File: config.mk
export PLATFORM = sky130hd
export DESIGN_NAME = eac_ctrl
export DESIGN_NICKNAME = d
export VERILOG_FILES = /design/src/eac_pkg.sv /design/src/eac_ctrl.sv /design/src/eac_tick_div.sv /design/src/eac_cycle_timer.sv
export SDC_FILE = /design/constraint.sdc
export NUM_CORES = 1
export LEC_CHECK = 0
export BUFFER_PORTS_ARGS = -buffer_cell sky130_fd_sc_hd__buf_4
export CORE_MARGIN = 8
export CORE_UTILIZATION = 45
export CTS_BUF_LIST = sky130_fd_sc_hd__clkbuf_16
export CTS_CLUSTER_SIZE = 28
export DETAILED_ROUTE_END_ITERATION = 8
export GPL_TIMING_DRIVEN = 0
export HOLD_SLACK_MARGIN = 0.15
export SLEW_MARGIN = 20
export SYNTH_ARGS = -nofsm -noshare
export SYNTH_HDL_FRONTEND = slang
export SYNTH_SLANG_ARGS = --single-unit
File: constraint.sdc
create_clock -name i_clk -period 2.1 [get_ports i_clk]
set_input_delay 0.105 -clock i_clk [delete_from_list [all_inputs] [get_ports i_clk]]
set_output_delay 0.105 -clock i_clk [all_outputs]
set_load 0.1 [all_outputs]
File: src/eac_pkg.sv
// constants shared by the data nonvolatile access control block
package eac_pkg;
	// data memory offsets of the block's registers
	localparam logic [7:0] c_off_addr = 8'h1E;
	localparam logic [7:0] c_off_data = 8'h1F;
	localparam logic [7:0] c_off_ptr1h = 8'h03;
	localparam logic [7:0] c_off_intc = 8'h0E;
	localparam logic [7:0] c_off_ctrl = 8'h40;
	localparam logic [7:0] c_sector_ctrl = 8'h01;
	localparam logic [7:0] c_ptr_rst = 8'h00;
	// widths
	localparam int c_addr_w = 7;
	localparam int c_data_w = 8;
	localparam int c_tmr_w = 16;
	// control register fields
	localparam int c_bit_rd = 0;
	localparam int c_bit_read_enable_bit = 1;
	localparam int c_bit_wr = 2;
	localparam int c_bit_write_enable_bit = 3;
	// interrupt control register fields
	localparam int c_bit_gie = 0;
	localparam int c_bit_nvie = 1;
	localparam int c_bit_nvif = 2;
	localparam logic [7:0] c_byte_zero = 8'h00;
	localparam logic [c_addr_w-1:0] c_addr_rst = 7'h00;
	localparam logic [c_data_w-1:0] c_data_rst = 8'h00;
	// timing
	localparam int c_clk_hz = 20_000_000;
	localparam int c_us_per_s = 1_000_000;
	localparam int c_tick_div = c_clk_hz / c_us_per_s;
	localparam int c_wr_time_us = 2000;
	localparam int c_rd_cycles = 4;
	// sequencer states
	typedef enum logic [2:0] {
		ST_IDLE = 3'b001,
		ST_READ = 3'b010,
		ST_WRITE = 3'b100
	} eac_state_t;
endpackage : eac_pkg

File: src/eac_ctrl.sv
// data nonvolatile memory access control: registers, read and write sequencing, interrupt
`timescale 1ns/1ps

// Behaviour
// - writes to the array start only if write_enable_bit is already one
// - reads from the array start only if read_enable_bit is already one
// - setting read-start begins a read; hardware clears it when the read ends
// - read-start with read_enable_bit low starts nothing, but the same write still loads both enable bits from the byte
// - after read-start clears, the fetched byte is in the data register
// - data register keeps the last byte until another read runs or the core writes it while idle
// - write-start with write_enable_bit low starts no write
// - write time is set by a timer independent of the request timing
// - hardware clears write-start when the write ends
// - write_enable_bit is cleared at reset
// - pointer high byte resets to zero; control register needs sector one
// - every finished write sets the interrupt request flag
// - branch only when flag, both enables set and stack not full
// - servicing the interrupt clears the flag and the global enable
// - address register seven bits wide, data register eight bits
module eac_ctrl
	import eac_pkg::*;
#(
	parameter int p_wr_time_us = eac_pkg::c_wr_time_us
) (
	// clock and reset
	input wire logic i_clk,
	input wire logic i_srst,
	// data memory port of the core
	input wire logic [7:0] i_addr,
	input wire logic i_ind,
	input wire logic i_we,
	input wire logic i_re,
	input wire logic [7:0] i_wdata,
	output logic [7:0] o_rdata,
	// interrupt controller side
	input wire logic i_stack_full,
	input wire logic i_irq_ack,
	output logic o_int_branch,
	// cell array side
	input wire logic [eac_pkg::c_data_w-1:0] i_arr_rdata,
	output logic o_arr_rd,
	output logic o_arr_wr,
	output logic [eac_pkg::c_addr_w-1:0] o_arr_addr,
	output logic [eac_pkg::c_data_w-1:0] o_arr_wdata
);
	import eac_pkg::*;

	// ****************************************
	// state
	// ****************************************
	typedef struct packed {
		eac_state_t st;
		logic [c_addr_w-1:0] addr;
		logic [c_data_w-1:0] data;
		logic [7:0] ptr1h;
		logic write_enable_bit;
		logic read_enable_bit;
		logic rd;
		logic wr;
		logic gie;
		logic nvie;
		logic nvif;
		logic [7:0] rdata;
		logic branch;
		logic rd_go;
		logic wr_go;
		logic arr_rd;
		logic arr_wr;
	} eac_regs_t;

	localparam logic [c_tmr_w-1:0] c_wr_ticks = c_tmr_w'(p_wr_time_us);
	localparam logic [c_tmr_w-1:0] c_rd_ticks = c_tmr_w'(c_rd_cycles);
	localparam int c_rd_bound = 8;

	eac_regs_t q_r;
	eac_regs_t q_nxt;
	logic tick;
	logic rd_done;
	logic wr_done;
	logic ctrl_sel;
	logic ctrl_hit;
	logic idle;
	logic want_rd;
	logic want_wr;
	logic [7:0] ctrl_byte;
	logic [7:0] intc_byte;

	// ****************************************
	// timers
	// ****************************************
	eac_tick_div #(.DIV(c_tick_div)) u_div (
		.i_clk(i_clk),
		.i_srst(i_srst),
		.o_tick(tick)
	);

	eac_cycle_timer #(.W(c_tmr_w)) u_rd_tmr (
		.i_clk(i_clk),
		.i_srst(i_srst),
		.i_start(q_r.rd_go),
		.i_tick(1'b1),
		.i_count(c_rd_ticks),
		.o_busy(),
		.o_done(rd_done)
	);

	// write duration counts divider ticks whose phase is unrelated to the start
	eac_cycle_timer #(.W(c_tmr_w)) u_wr_tmr (
		.i_clk(i_clk),
		.i_srst(i_srst),
		.i_start(q_r.wr_go),
		.i_tick(tick),
		.i_count(c_wr_ticks),
		.o_busy(),
		.o_done(wr_done)
	);

	// ****************************************
	// next state
	// ****************************************
	always_comb begin
		q_nxt = q_r;
		q_nxt.rd_go = 1'b0;
		q_nxt.wr_go = 1'b0;
		q_nxt.branch = 1'b0;
		idle = (q_r.st == ST_IDLE);
		// control register only visible through pointer 1 in sector one
		ctrl_sel = i_ind && (q_r.ptr1h == c_sector_ctrl) && (i_addr == c_off_ctrl);
		ctrl_hit = i_we && ctrl_sel;
		ctrl_byte = {4'h0, q_r.write_enable_bit, q_r.wr, q_r.read_enable_bit, q_r.rd};
		intc_byte = {5'h00, q_r.nvif, q_r.nvie, q_r.gie};
		// starts use the enable already stored, so enable and start cannot share a write
		want_rd = ctrl_hit && i_wdata[c_bit_rd] && q_r.read_enable_bit && !i_wdata[c_bit_wr];
		want_wr = ctrl_hit && i_wdata[c_bit_wr] && q_r.write_enable_bit && !i_wdata[c_bit_rd];

		// register writes
		if (i_we && !i_ind) begin
			// address and data are held steady while the array is busy
			if (i_addr == c_off_addr && idle) begin
				q_nxt.addr = i_wdata[c_addr_w-1:0];
			end
			if (i_addr == c_off_data && idle) begin
				q_nxt.data = i_wdata;
			end
			if (i_addr == c_off_ptr1h) begin
				q_nxt.ptr1h = i_wdata;
			end
			if (i_addr == c_off_intc) begin
				q_nxt.gie = i_wdata[c_bit_gie];
				q_nxt.nvie = i_wdata[c_bit_nvie];
				q_nxt.nvif = i_wdata[c_bit_nvif];
			end
		end
		if (ctrl_hit) begin
			q_nxt.write_enable_bit = i_wdata[c_bit_write_enable_bit];
			q_nxt.read_enable_bit = i_wdata[c_bit_read_enable_bit];
		end

		// sequencer
		case (q_r.st)
			ST_IDLE: begin
				if (want_rd) begin
					q_nxt.st = ST_READ;
					q_nxt.rd = 1'b1;
					q_nxt.rd_go = 1'b1;
					q_nxt.arr_rd = 1'b1;
				end else if (want_wr) begin
					q_nxt.st = ST_WRITE;
					q_nxt.wr = 1'b1;
					q_nxt.wr_go = 1'b1;
					q_nxt.arr_wr = 1'b1;
				end
			end
			// start requests fall through untouched while a cycle runs
			ST_READ: begin
				q_nxt.arr_rd = 1'b0;
				if (rd_done) begin
					q_nxt.st = ST_IDLE;
					q_nxt.rd = 1'b0;
					q_nxt.data = i_arr_rdata;
				end
			end
			ST_WRITE: begin
				if (wr_done) begin
					q_nxt.st = ST_IDLE;
					q_nxt.wr = 1'b0;
					q_nxt.arr_wr = 1'b0;
				end
			end
			default: begin
				q_nxt.st = ST_IDLE;
				q_nxt.rd = 1'b0;
				q_nxt.wr = 1'b0;
				q_nxt.arr_rd = 1'b0;
				q_nxt.arr_wr = 1'b0;
			end
		endcase

		// interrupt: service clears flag and global enable, a new write end still wins
		if (i_irq_ack) begin
			q_nxt.nvif = 1'b0;
			q_nxt.gie = 1'b0;
		end
		if (q_r.st == ST_WRITE && wr_done) begin
			q_nxt.nvif = 1'b1;
		end
		q_nxt.branch = q_r.nvif && q_r.gie && q_r.nvie && !i_stack_full && !i_irq_ack;

		// read port
		if (i_re) begin
			if (ctrl_sel) begin
				q_nxt.rdata = ctrl_byte;
			end else if (i_ind) begin
				q_nxt.rdata = c_byte_zero;
			end else if (i_addr == c_off_addr) begin
				q_nxt.rdata = {1'b0, q_r.addr};
			end else if (i_addr == c_off_data) begin
				q_nxt.rdata = q_r.data;
			end else if (i_addr == c_off_ptr1h) begin
				q_nxt.rdata = q_r.ptr1h;
			end else if (i_addr == c_off_intc) begin
				q_nxt.rdata = intc_byte;
			end else begin
				q_nxt.rdata = c_byte_zero;
			end
		end
	end

	// ****************************************
	// registers
	// ****************************************
	always_ff @(posedge i_clk) begin
		if (i_srst) begin
			q_r <= '0;
			q_r.st <= ST_IDLE;
			q_r.addr <= c_addr_rst;
			q_r.data <= c_data_rst;
			q_r.ptr1h <= c_ptr_rst;
			q_r.write_enable_bit <= 1'b0;
		end else begin
			q_r <= q_nxt;
		end
	end

	assign o_rdata = q_r.rdata;
	assign o_int_branch = q_r.branch;
	assign o_arr_rd = q_r.arr_rd;
	assign o_arr_wr = q_r.arr_wr;
	assign o_arr_addr = q_r.addr;
	assign o_arr_wdata = q_r.data;

	// ****************************************
	// checks
	// ****************************************
	a_wr_needs_en: assert property (@(posedge i_clk) disable iff (i_srst)
		$rose(q_r.wr) |-> $past(q_r.write_enable_bit) && o_arr_wr)
		else $error("write started without write enable");

	a_rd_needs_en: assert property (@(posedge i_clk) disable iff (i_srst)
		$rose(q_r.rd) |-> $past(q_r.read_enable_bit) && o_arr_rd)
		else $error("read started without read enable");

	a_rd_clears: assert property (@(posedge i_clk) disable iff (i_srst)
		$rose(q_r.rd) |-> ##[1:c_rd_bound] !q_r.rd)
		else $error("read start bit not cleared in time");

	a_rd_data: assert property (@(posedge i_clk) disable iff (i_srst)
		$fell(q_r.rd) |-> q_r.data == $past(i_arr_rdata))
		else $error("fetched byte not in data register");

	a_data_hold: assert property (@(posedge i_clk) disable iff (i_srst)
		(q_r.st == ST_WRITE) |=> $stable(q_r.data))
		else $error("data register changed during a write");

	a_wr_end_flag: assert property (@(posedge i_clk) disable iff (i_srst)
		$fell(q_r.wr) |-> q_r.nvif && q_r.st == ST_IDLE && !o_arr_wr)
		else $error("write end did not raise the flag");

	a_branch_cause: assert property (@(posedge i_clk) disable iff (i_srst)
		o_int_branch |-> $past(q_r.nvif && q_r.gie && q_r.nvie && !i_stack_full))
		else $error("branch without all conditions");

	a_ack_clears: assert property (@(posedge i_clk) disable iff (i_srst)
		i_irq_ack |=> !q_r.gie)
		else $error("service left global enable set");

	a_busy_ignore: assert property (@(posedge i_clk) disable iff (i_srst)
		(q_r.st != ST_IDLE) |=> !(q_r.rd && q_r.wr))
		else $error("second start taken while busy");

	a_busy_hold: assert property (@(posedge i_clk) disable iff (i_srst)
		(q_r.st != ST_IDLE && ctrl_hit) |=> $stable(q_r.st) || $past(rd_done || wr_done))
		else $error("start taken while a cycle runs");

	a_ctrl_gated: assert property (@(posedge i_clk) disable iff (i_srst)
		(q_r.ptr1h != c_sector_ctrl && q_r.st == ST_IDLE) |=> !$rose(q_r.write_enable_bit))
		else $error("control register reached outside sector one");

	a_reset_vals: assert property (@(posedge i_clk) disable iff (i_srst)
		$past(i_srst) |-> !q_r.write_enable_bit && q_r.ptr1h == c_ptr_rst)
		else $error("reset values wrong");
endmodule : eac_ctrl

File: src/eac_tick_div.sv
// free-running divider giving a one-cycle tick for the write timer
`timescale 1ns/1ps
module eac_tick_div #(
	parameter int DIV = 20
) (
	// clock and reset
	input wire logic i_clk,
	input wire logic i_srst,
	// tick
	output logic o_tick
);
	typedef struct packed {
		logic [7:0] cnt;
		logic tick;
	} eac_div_t;
	localparam logic [7:0] c_last = 8'(DIV - 1);
	localparam logic [7:0] c_one = 8'h01;
	eac_div_t q_r;
	eac_div_t q_nxt;

	// the phase never resets on a request, so write time varies like a separate oscillator
	always_comb begin
		q_nxt = q_r;
		q_nxt.tick = (q_r.cnt == c_last);
		q_nxt.cnt = q_nxt.tick ? 8'h00 : q_r.cnt + c_one;
	end

	always_ff @(posedge i_clk) begin
		if (i_srst) begin
			q_r <= '0;
		end else begin
			q_r <= q_nxt;
		end
	end

	assign o_tick = q_r.tick;

	a_tick_single: assert property (@(posedge i_clk) disable iff (i_srst)
		o_tick |=> !o_tick) else $error("divider tick lasted more than one cycle");
endmodule : eac_tick_div

File: src/eac_cycle_timer.sv
// counts a number of enable ticks after a start pulse, then pulses done
`timescale 1ns/1ps
module eac_cycle_timer #(
	parameter int W = 16
) (
	// clock and reset
	input wire logic i_clk,
	input wire logic i_srst,
	// control
	input wire logic i_start,
	input wire logic i_tick,
	input wire logic [W-1:0] i_count,
	// status
	output logic o_busy,
	output logic o_done
);
	typedef struct packed {
		logic [W-1:0] cnt;
		logic busy;
		logic done;
	} eac_tmr_t;
	localparam logic [W-1:0] c_one = W'(1);
	eac_tmr_t q_r;
	eac_tmr_t q_nxt;

	always_comb begin
		q_nxt = q_r;
		q_nxt.done = 1'b0;
		if (i_start && !q_r.busy) begin
			q_nxt.busy = 1'b1;
			q_nxt.cnt = i_count;
		end else if (q_r.busy && i_tick) begin
			if (q_r.cnt <= c_one) begin
				q_nxt.busy = 1'b0;
				q_nxt.done = 1'b1;
			end else begin
				q_nxt.cnt = q_r.cnt - c_one;
			end
		end
	end

	always_ff @(posedge i_clk) begin
		if (i_srst) begin
			q_r <= '0;
		end else begin
			q_r <= q_nxt;
		end
	end

	assign o_busy = q_r.busy;
	assign o_done = q_r.done;

	a_done_ends_busy: assert property (@(posedge i_clk) disable iff (i_srst)
		o_done |-> !o_busy && $past(o_busy)) else $error("timer done without a run");
endmodule : eac_cycle_timer

==> results of run 1 <==
[power by group]
group	switching (uW)	internal, uW
Sequential	9.20	1710
Combinational	143	107
Clock	668	918
[sequential cells by signal, indices dropped and copies added, names as in the netlist]
register	count
q_r	13
o_arr_wdata	8
o_arr_addr	7
ctrl_byte	3
o_rdata	8
u_rd_tmr.o_busy	1
u_wr_tmr.q_r	16
u_wr_tmr.o_busy	1
o_int_branch	1
u_div.q_r	8
u_div.o_tick	1
intc_byte	3
u_rd_tmr.q_r	16
o_arr_wr	1
o_arr_rd	1
u_rd_tmr.o_done	1
u_wr_tmr.o_done	1
[metal layers]
layer,track usage [%],vias to the layer above
met3,3.62,15
met4,6.65,0
met5,0,-
li1,-,2239
met1,24.7,2060
met2,29.5,115
[final timing paths]
kind | from | end | slack, ns | cells past startpoint
worst max register to register | u_rd_tmr.q_r[13] | u_rd_tmr.q_r[3] | 0.09 | 5
worst min register to register | o_rdata[6] | o_rdata[6] | 0.46 | 2
worst min-delay path | i_addr[1] | q_r[3] | 0.16 | 3
worst max-delay path | u_rd_tmr.q_r[13] | u_rd_tmr.q_r[3] | 0.09 | 5
[final cells by class]
type,count,area share [%]
Timing Repair Buffer,74,10.4
Clock buffer,9,3.88
Buffer,48,4.65
Tap cell,136,2.93
Inverter,20,1.29
Multi-Input combinational cell,402,44.7
Clock inverter,7,1.21
Sequential cell,90,31.0
[kinds of logic after synthesis]
group,synth area share (%)
simple gates,28.4
mux,5.53
fa+ha+maj,1.33
xor+xnor,1.12
compound gates,18.0
flops,38.3
buf+inv,7.34
[critical path, stage by stage, from the launching register on]
cell,delay (ns)
dfxtp_1,0.35
or4_1,0.51
buf_2,0.18
or4_4,0.58
o21ai_0,0.17
a211oi_1,0.09
[Yosys cell counts, drive strengths merged (5+ instances only)]
master | count | share of area, %
inv | 19 | 1.5
or3 | 16 | 2.1
nor4 | 15 | 2.8
o21ai | 32 | 3.4
ha | 5 | 1.3
buf | 28 | 4.1
nand2b | 8 | 1.1
o31ai | 10 | 1.6
mux2i | 26 | 5.5
and3 | 9 | 1.2
nor2 | 56 | 4.5
nand4 | 13 | 1.9
nor2b | 7 | 0.93
xor2 | 5 | 0.93
nand3 | 16 | 1.7
or4 | 10 | 1.7
a21oi | 31 | 3.3
nand2 | 33 | 2.6
dfxtp | 90 | 38
a211oi | 12 | 1.9
nor3 | 17 | 1.8
a31oi | 17 | 2.3
nand4b | 7 | 1.3
clkbuf | 20 | 1.6
[metrics by stage]
stage | TNS, ns | total power (uW) | utilization, % | worst slack [ns]
after detailed placement | -0.00397 | 1980 | 51.6 | -0.00397
after CTS | 0 | 3590 | 56.4 | 0.0352
final | 0 | 3560 | 56.8 | 0.0900
after global placement | 0 | 1970 | 51.6 | 0.00690
after global routing | -0.00790 | 3700 | 56.8 | -0.00790
after floorplan | 0 | 1870 | - | 0.207
[what timing repair did]
item	4_1_cts	5_1_grt
hold endpoints to repair	30	0
endpoints found under the setup margin	1	19
hold buffers	19	0
gates resized for setup	1	6
buffers inserted	0	1
pin swaps	0	2
cloned	0	0
==> qor.csv, run 1 <==
metric;value;unit
diodes;0;
dpl-instance-area;5280;sq um
hold_violations;0;
dr.max_layer_used;met4;
syn-cell-area;4700;sq um
finalNetCount;681;
syn_inst;560;
grt_max_degree;16;
slew_violations;0;
gp_congestion;0.921;
core;10200;sq um
wl_met1;6.23;mm
multi_input_area;2590;sq um
cts_inserted_buffers;9;
yosysWarnings;0;
area_growth;23.5;%
min_period_over_period;95.7;%
cap_violations;0;
synth_edf_count;0;
ant_nets;0;
grt_first_pass_wirelength;21.6;mm
synth_ff_type;dfxtp_1;
clock-root-buffer;clkbuf_16;
wl_met2;5.80;mm
synthArstFlopShare;0;%
drc;0;
period_needed;2.01;ns
final_area;5810;sq um
instances_no_fill;786;
fp-row-count;37;
drive_gt1_share;17.7;%
viasPerCell;5.63;
ctsLongestPathBuffers;2;
tightest_slew;0.902;ns
worst_setup_path_start_kind;register;
dr.pass1.iters;4;
dpl.hpwl;9.68;mm
finalWirelength;13.0;mm
max_freq;498;MHz
clkTransAtPathRegs;0.06;ns
p_leak;0.00233;uW
setup_viol;0;
hp-class;primary input to register;
fill_cells;967;
crit_fanout;7;
required;2.30;ns
grt_pass1_vias;4255;
mostFrequentLayoutCells;dfxtp_1, buf_4, nor2_1, nand2_1, o21ai_0;
dp_cells;750;
synth_seq_cells;90;
vdd_ir_drop_max;0.000466;V
syn_nets;596;
overflow;0;
dieArea;14000;sq um
wire_per_inst;16.5;um
arrival;2.21;ns
h-tree-depth;3;
initial_core_util;46.0;%
syn_area_per_cell;8.40;sq um
power_density;612;nW/um^2
ios;57;
outcome;complete, no violations;
cp-end-kind;register;
dr_total_vias;4429;
cts_sinks;90;
relSlewSlack;39.3;%
worstSetupPathType;register to register;
seqCellArea;1800;sq um
die_width;118;um
drtIter0Drc;323;
die_h;118;um
clkLatencyLatePin;0.34;ns
yosysSeqAreaShare;38.3;%
wl_met3;741;um
cts_tree;yes;
antenna_found_initial;0;
grt_util_all_layers;18.6;%
hold_ws;0.161;ns
port_buffers;54;
synth.distinct_cells;67;
final_common_cell;dfxtp_1;
fin_worst_skew;0.00578;ns
(Power assumes the default switching activity.)
==> run 2: changes to the inputs <==
--- a/config.mk
+++ b/config.mk
@@ -6,7 +6,7 @@
 export NUM_CORES = 1
 export LEC_CHECK = 0
 export BUFFER_PORTS_ARGS = -buffer_cell sky130_fd_sc_hd__buf_4
-export CORE_MARGIN = 8
+export CORE_MARGIN = 5
 export CORE_UTILIZATION = 45
 export CTS_BUF_LIST = sky130_fd_sc_hd__clkbuf_16
 export CTS_CLUSTER_SIZE = 28
==> constraint.sdc (replaced) <==
create_clock -name i_clk -period 1.9 [get_ports i_clk]
set_input_delay 0.095 -clock i_clk [delete_from_list [all_inputs] [get_ports i_clk]]
set_output_delay 0.095 -clock i_clk [all_outputs]
set_load 0.1 [all_outputs]
==> run 2 against run 1 <==
Net effect:
- the flow now finishes with violations (setup timing)
- critical path depth unchanged
- power increased by 14%
- register-to-register slack got worse by 0.11 ns
- clock skew increased by 0.0019 ns
- die area decreased by 9.9%
- sequential power increased by 10%
- clock power increased by 17%
- routed wire length increased by 3.6%
- highest routed layer unchanged
==> qor.csv, run 2 (synthesized netlist as in run 1, its figures left out) <==
metric;value;unit;change
dpl.hpwl;9.62;mm;-0.61%
rr_startpoint;u_rd_tmr.q_r[6];;
r2r_cells;5;;unchanged
finalWirelength;13.5;mm;+3.6%
wire_per_inst;17.0;um;+2.8%
finalNetCount;688;;+1.0%
tightest_slew;0.974;ns;+0.0724 ns
die_h;112;um;-5.1%
hold_violations;0;;unchanged
initial_core_util;45.8;%;-0.21 points
worstSetupPathType;register to register;;
ctsLongestPathBuffers;2;;unchanged
cap_violations;0;;unchanged
worst_path_most_repeated_cell;or3_1;;
grt_util_all_layers;20.9;%;+2.3 points
fin_worst_skew;0.00765;ns;+0.00188 ns
setup_viol;1;;+1
cp-end-kind;register;;
fin_util;58.4;%;+1.6 points
worstPathBufferInverterCount;1;;unchanged
hold_start;i_srst;;
max_freq;522;MHz;+4.9%
die_width;112;um;-5.1%
hp-class;primary input to register;;
clock-root-buffer;clkbuf_16;;
postLayoutSetupSlackWorst;-0.0159;ns;-0.106 ns
viasPerCell;5.79;;+2.7%
grt_max_degree;15;;-1
ant_nets;0;;unchanged
power_density;678;nW/um^2;+11%
crit_slowest_cell;or4_1;;
worstSetupStartpoint;u_rd_tmr.q_r[6];;
cts_tree;yes;;
period_needed;1.92;ns;-0.0940 ns
slew_violations;0;;unchanged
violations;setup timing;;
mostFrequentLayoutCells;buf_4, dfxtp_1, nor2_1, nand2_1, a21oi_1;;
arrival;2.18;ns;-0.03 ns
diodes;0;;unchanged
fp-row-count;37;;unchanged
r2r-end;u_rd_tmr.q_r[9];;
top_regs;u_rd_tmr.q_r x16, u_wr_tmr.q_r x16, q_r x13;;
drtIter0Drc;303;;-6.2%
crit_family;simple AND/OR/NAND/NOR gates;;
holdPathEnd;u_rd_tmr.q_r[2];;
port_buffers;54;;unchanged
antenna_found_initial;0;;unchanged
grt_pass1_vias;4296;;+0.96%
cpPeakStageDelay;0.51;ns;-0.07 ns
grt_first_pass_wirelength;21.7;mm;+0.35%
dr_total_vias;4582;;+3.5%
worst_setup_path_start_kind;register;;
drive_gt1_share;21.3;%;+3.6 points
vdd_ir_drop_max;0.000415;V;-11%
cts_inserted_buffers;9;;unchanged
clkLatencyLatePin;0.33;ns;about the same
min_period_over_period;101;%;+5.1 points
overflow;0;;unchanged
crit_fanout;5;;-2
gp_congestion;0.912;;-0.94%
relSlewSlack;34.9;%;-4.4 points
clkTransAtPathRegs;0.06;ns;about the same
outcome;finished, violations left;;
fill_cells;967;;unchanged
rsz0062_at_grt;true;;
drc;0;;unchanged
ios;57;;unchanged
crit_chain;or4_1 > clkbuf_8 > or3_1 > or3_1 > a21oi_1;;
hold_ws;0.146;ns;-0.0149 ns
dieArea;12600;sq um;-9.9%
core;10300;sq um;+0.45%
p_leak;0.00240;uW;+2.9%
whs_path_depth;3;;unchanged
h-tree-depth;3;;unchanged
reg2reg_setup_slack;-0.02;ns;-0.11 ns
required;2.16;ns;-0.14 ns
dr.pass1.iters;5;;+1
cts_sinks;90;;unchanged
area_growth;27.5;%;
[run 2: cell types whose count changed in the layout (fill, tap and decap cells not counted), moves of 2 or more]
cell      change
dfxtp_1       -5
nor4_1        -2
dfxtp_4       +2
clkbuf_1      -3
clkinv_4      -2
dfxtp_2       +3
o21ai_1       +2
o21ai_0       -3
buf_4         +7
[run 2: metrics by stage]
stage	cell area [sq um]	power, uW	std cells	TNS [ns]	worst slack, ns
floorplan	4700	2070	560	0	0.00695
global placement	5280	2180	750	-2.81	-0.138
detailed placement	5280	2190	750	-3.92	-0.194
CTS	5890	4080	789	0	0.00823
global route	6000	4220	792	-0.330	-0.0631
finish	6000	4070	792	-0.0159	-0.0159
[run 2: where the power goes]
| group | internal [uW] | switching (uW) |
|---|---|---|
| Clock | 1140 | 729 |
| Combinational | 130 | 167 |
| Sequential | 1890 | 10.9 |
| Total | 3160 | 907 |
[run 2: worst min-delay path, delay by kind of cell]
kind            cells  cell delay, ns
compound gates      1            0.09
simple gates        1            0.15
buf+inv             1            0.09
[run 2: worst max-delay path by stage]
stage / to / slack [ns] / cells after the start
final: u_rd_tmr.q_r[9] / -0.02 / 5
after global placement: u_wr_tmr.q_r[13] / -0.14 / 4
after global routing: u_rd_tmr.q_r[9] / -0.06 / 5
after detailed placement: u_wr_tmr.q_r[13] / -0.19 / 4
after floorplan: u_rd_tmr.q_r[3] / 0.007 / 5
after CTS: u_rd_tmr.q_r[9] / 0.008 / 5
[run 2: what timing repair did]
action | 4_1_cts | 5_1_grt
hold buffers | 20 | 0
endpoints found under the hold margin | 31 | 0
gates resized for setup | 16 | 28
pin swaps | 4 | 8
endpoints found under the setup margin | 39 | 36
setup buffers | 5 | 3
[run 2: per-layer routing]
| metal | vias to the layer above | global-route usage (%) | wire length [um] |
|---|---|---|---|
| li1 | 2264 | - | - |
| met5 | - | 0 | 0 |
| met2 | 122 | 33.7 | 6250 |
| met1 | 2182 | 28.8 | 6380 |
| met4 | 0 | 5.45 | 163 |
| met3 | 14 | 3.99 | 668 |
[run 2: area by class of cell]
cell class	count	area (sq um)	share of cell area [%]
clock buffers	9	225	3.75
inverters	20	75.1	1.25
well taps	136	170	2.84
multi-input cells	402	2680	44.7
clock inverters	6	82.6	1.38
flip-flops and latches	90	1810	30.2
repair buffers	82	666	11.1
plain buffers	47	284	4.74
==> run 3: changes to the inputs <==
--- a/config.mk
+++ b/config.mk
@@ -13,7 +13,9 @@
 export DETAILED_ROUTE_END_ITERATION = 8
 export GPL_TIMING_DRIVEN = 0
 export HOLD_SLACK_MARGIN = 0.15
-export SLEW_MARGIN = 20
+export PLACE_DENSITY_LB_ADDON = 0.3
+export SLEW_MARGIN = 10
 export SYNTH_ARGS = -nofsm -noshare
 export SYNTH_HDL_FRONTEND = slang
+export SYNTH_HIERARCHICAL = 1
 export SYNTH_SLANG_ARGS = --single-unit
==> run 3 against run 2 <==
Net effect:
- the flow still finishes with violations (setup timing)
- critical path depth grew 1
- register-to-register slack worse by 0.20 ns
- power up 1.5%
- worst setup slack got worse by 0.20 ns
- sequential power about the same
- hold slack improved by 0.027 ns
- sequential share of layout area down 3.1 points
- design area is 12% higher
- largest power group unchanged
==> qor.csv, run 3 <==
metric;value;unit;change
antenna_found_initial;0;;unchanged
port_buffers;54;;unchanged
post-place-ws;-0.341;ns;-0.147 ns
initial_core_util;46.5;%;+0.68 points
synthArstFlopShare;0;%;unchanged
worstPathBufferInverterCount;1;;unchanged
viasPerCell;5.86;;+1.3%
synth.area.top_cells;dfxtp_1, o21ai_0, nor2_1;;
p_sw_share;23.0;%;+0.67 points
worst_path_most_repeated_cell;or4_4;;
hold_ws;0.172;ns;+0.0266 ns
cts_tree;yes;;
mostFrequentLayoutCells;buf_4, dfxtp_1, nor2_1, o21ai_0, nand2_1;;
tightest_slew;0.780;ns;-0.194 ns
hold_violations;0;;unchanged
final_common_cell;buf_4;;
outcome;finished, violations left;;
crit_slowest_cell;or4_4;;
ant_nets;0;;unchanged
grt_util_all_layers;22.1;%;+1.2 points
dieArea;13600;sq um;+7.7%
cp-end-kind;register;;
required;2.11;ns;-0.05 ns
dpl.hpwl;10.1;mm;+5.2%
holdPathEnd;u_div/q_r[8];;
synth_seq_cells;90;;unchanged
yosysMostFrequentCell;dfxtp_1;;
drive_gt1_share;25.8;%;+4.5 points
synth_commonest_cells;dfxtp_1, nor2_1, o21ai_0, nand2_1, nand3_1;;
synth.top_cell.area_share;35.3;%;-3.0 points
cts_sinks;90;;unchanged
clkTransAtPathRegs;0.07;ns;about the same
gp_congestion;0.909;;-0.43%
vdd_ir_drop_max;0.000567;V;+37%
yosysWarnings;6;;+6
min_period_over_period;111;%;+11 points
grt_pass1_vias;4938;;+15%
relSlewSlack;47.6;%;+13 points
r2r-end;u_rd_tmr/q_r[3];;
grt_first_pass_wirelength;24.1;mm;+11%
synth.distinct_cells;77;;+15%
fin_worst_skew;0.00660;ns;-0.00105 ns
power_density;613;nW/um^2;-9.5%
switchingPower;948;uW;+4.5%
grt_max_degree;15;;unchanged
diodes;0;;unchanged
p_total;4130;uW;+1.5%
r2r_cells;6;;+1
rsz0062_at_grt;true;;
clock-root-buffer;clkbuf_16;;
crit_family;simple AND/OR/NAND/NOR gates;;
syn_inst;624;;+11%
synth_edf_count;0;;unchanged
slew_violations;0;;unchanged
tns;-1.79;ns;-1.78 ns
ctsLongestPathBuffers;2;;unchanged
crit_fanout;5;;unchanged
die_h;116;um;+3.8%
p_seq_share;46.1;%;-0.7 points
finalWirelength;15.1;mm;+12%
die_width;116;um;+3.8%
cpPeakStageDelay;0.57;ns;+0.06 ns
power_frac_comb;8.6;%;+1.3 points
worst_setup_path_start_kind;register;;
syn_area_per_cell;8.18;sq um;-2.7%
syn-cell-area;5100;sq um;+8.5%
rr_startpoint;u_rd_tmr/q_r[15];;
postLayoutSetupSlackWorst;-0.216;ns;-0.200 ns
ios;57;;unchanged
drc;0;;unchanged
cap_violations;0;;unchanged
top_regs;u_rd_tmr/q_r x16, u_wr_tmr/q_r x16, q_r x13;;
p_int;3180;uW;+0.60%
yosys.area.top_type;dfxtp_1;;
reg2reg_setup_slack;-0.22;ns;-0.20 ns
hp-class;primary input to register;;
worstSetupPathType;register to register;;
synth_ff_type;dfxtp_1;;
dr_total_vias;5316;;+16%
area_growth;31.9;%;
hold_start;i_srst;;
overflow;0;;unchanged
dr.pass1.iters;5;;unchanged
max_freq;473;MHz;-9.4%
arrival;2.33;ns;+0.15 ns
clkLatencyLatePin;0.34;ns;about the same
crit_chain;or4_4 > or4_4 > o31ai_4 > buf_6 > a2bb2oi_2 > a21oi_1;;
core;11000;sq um;+6.9%
period_needed;2.12;ns;+0.200 ns
cts_inserted_buffers;9;;unchanged
p_leak;0.00255;uW;+6.1%
h-tree-depth;3;;unchanged
wire_per_inst;16.7;um;-2.0%
setup_viol;14;;+13
violations;setup timing;;
p_clk_share;45.3;%;-0.6 points
fp-row-count;38;;+2.7%
drtIter0Drc;462;;+52%
yosysSeqAreaShare;35.3;%;-3.0 points
whs_path_depth;3;;unchanged
finalNetCount;799;;+16%
[run 3: cell count changes after synthesis, moves of 7 or more]
cell	delta
or3_1	-9
inv_1	-8
nand3_1	+22
a222oi_1	+7
xnor2_1	+7
a31oi_1	+7
nand2_1	+8
and3_1	-8
clkbuf_1	+7
nand2b_1	+7
o21ai_0	+15
mux2i_1	-13
[run 3: tightest hold or removal path, cell delays in order]
cell and delay, ns:
buf_4 0.12, a31o_2 0.20, a21oi_2 0.04
[run 3: metrics by stage]
stage                     utilization [%]  cells  area [sq um]
after floorplan                         -    656          5230
after global placement               52.9    850          5810
after detailed placement             52.9    850          5810
after CTS                            59.0    891          6480
after global routing                 61.3    907          6730
final                                61.3    907          6730
[run 3: area by class of cell]
class | instances | area (sq um)
clock inverter | 6 | 81.3
clock buffer | 9 | 225
timing repair buffer | 99 | 813
fill | 929 | 4250
multi-input combinational | 491 | 3210
tap | 140 | 175
sequential | 90 | 1820
buffer | 61 | 359
inverter | 11 | 41.3
[run 3: power by group through the flow]
stage	Clock (uW)	Combinational, uW	Sequential [uW]
floorplan	0	173	1950
global placement	0	281	1950
detailed placement	0	286	1950
CTS	1920	327	1910
global route	2000	382	1900
finish	1870	353	1900
[run 3: timing repair]
action	CTS	global route
resized for setup	28	38
endpoints found under the setup margin	51	43
pin swaps	3	25
cloned	1	1
hold buffers	22	0
setup buffers	5	16
hold endpoints to repair	33	0
[run 3: worst max path at each step]
stage                           from                to  slack, ns  depth (start not counted)
floorplan           u_rd_tmr/q_r[15]   u_rd_tmr/q_r[3]      -0.10                          5
global placement    u_rd_tmr/q_r[15]   u_rd_tmr/q_r[3]      -0.26                          5
detailed placement  u_rd_tmr/q_r[15]   u_rd_tmr/q_r[3]      -0.34                          5
CTS                 u_rd_tmr/q_r[15]  u_rd_tmr/q_r[16]      -0.14                          6
global route        u_rd_tmr/q_r[15]  u_rd_tmr/q_r[14]      -0.26                          6
finish              u_rd_tmr/q_r[15]   u_rd_tmr/q_r[3]      -0.22                          6
[run 3: kinds of logic (layout without fill, tap and decap cells)]
logic type	after synthesis	after routing	share of synthesized area (%)
multiplexers	13	13	2.55
flip-flops	90	90	35.3
other	2	34	0.147
XOR/XNOR	13	13	2.23
buffers and inverters	75	186	7.87
AND/OR/NAND/NOR	257	257	28.6
AO/OA/AOI/OAI	169	169	22.0
adder cells (fa/ha/maj)	5	5	1.23
[run 3: routing by layer]
layer / global-route usage (%) / share of wire [%] / routed length (um)
met5: 0 / 0 / 0
met4: 9.20 / 2.3 / 346
met3: 3.73 / 8.0 / 1210
met2: 36.8 / 49 / 7360
met1: 28.3 / 41 / 6180
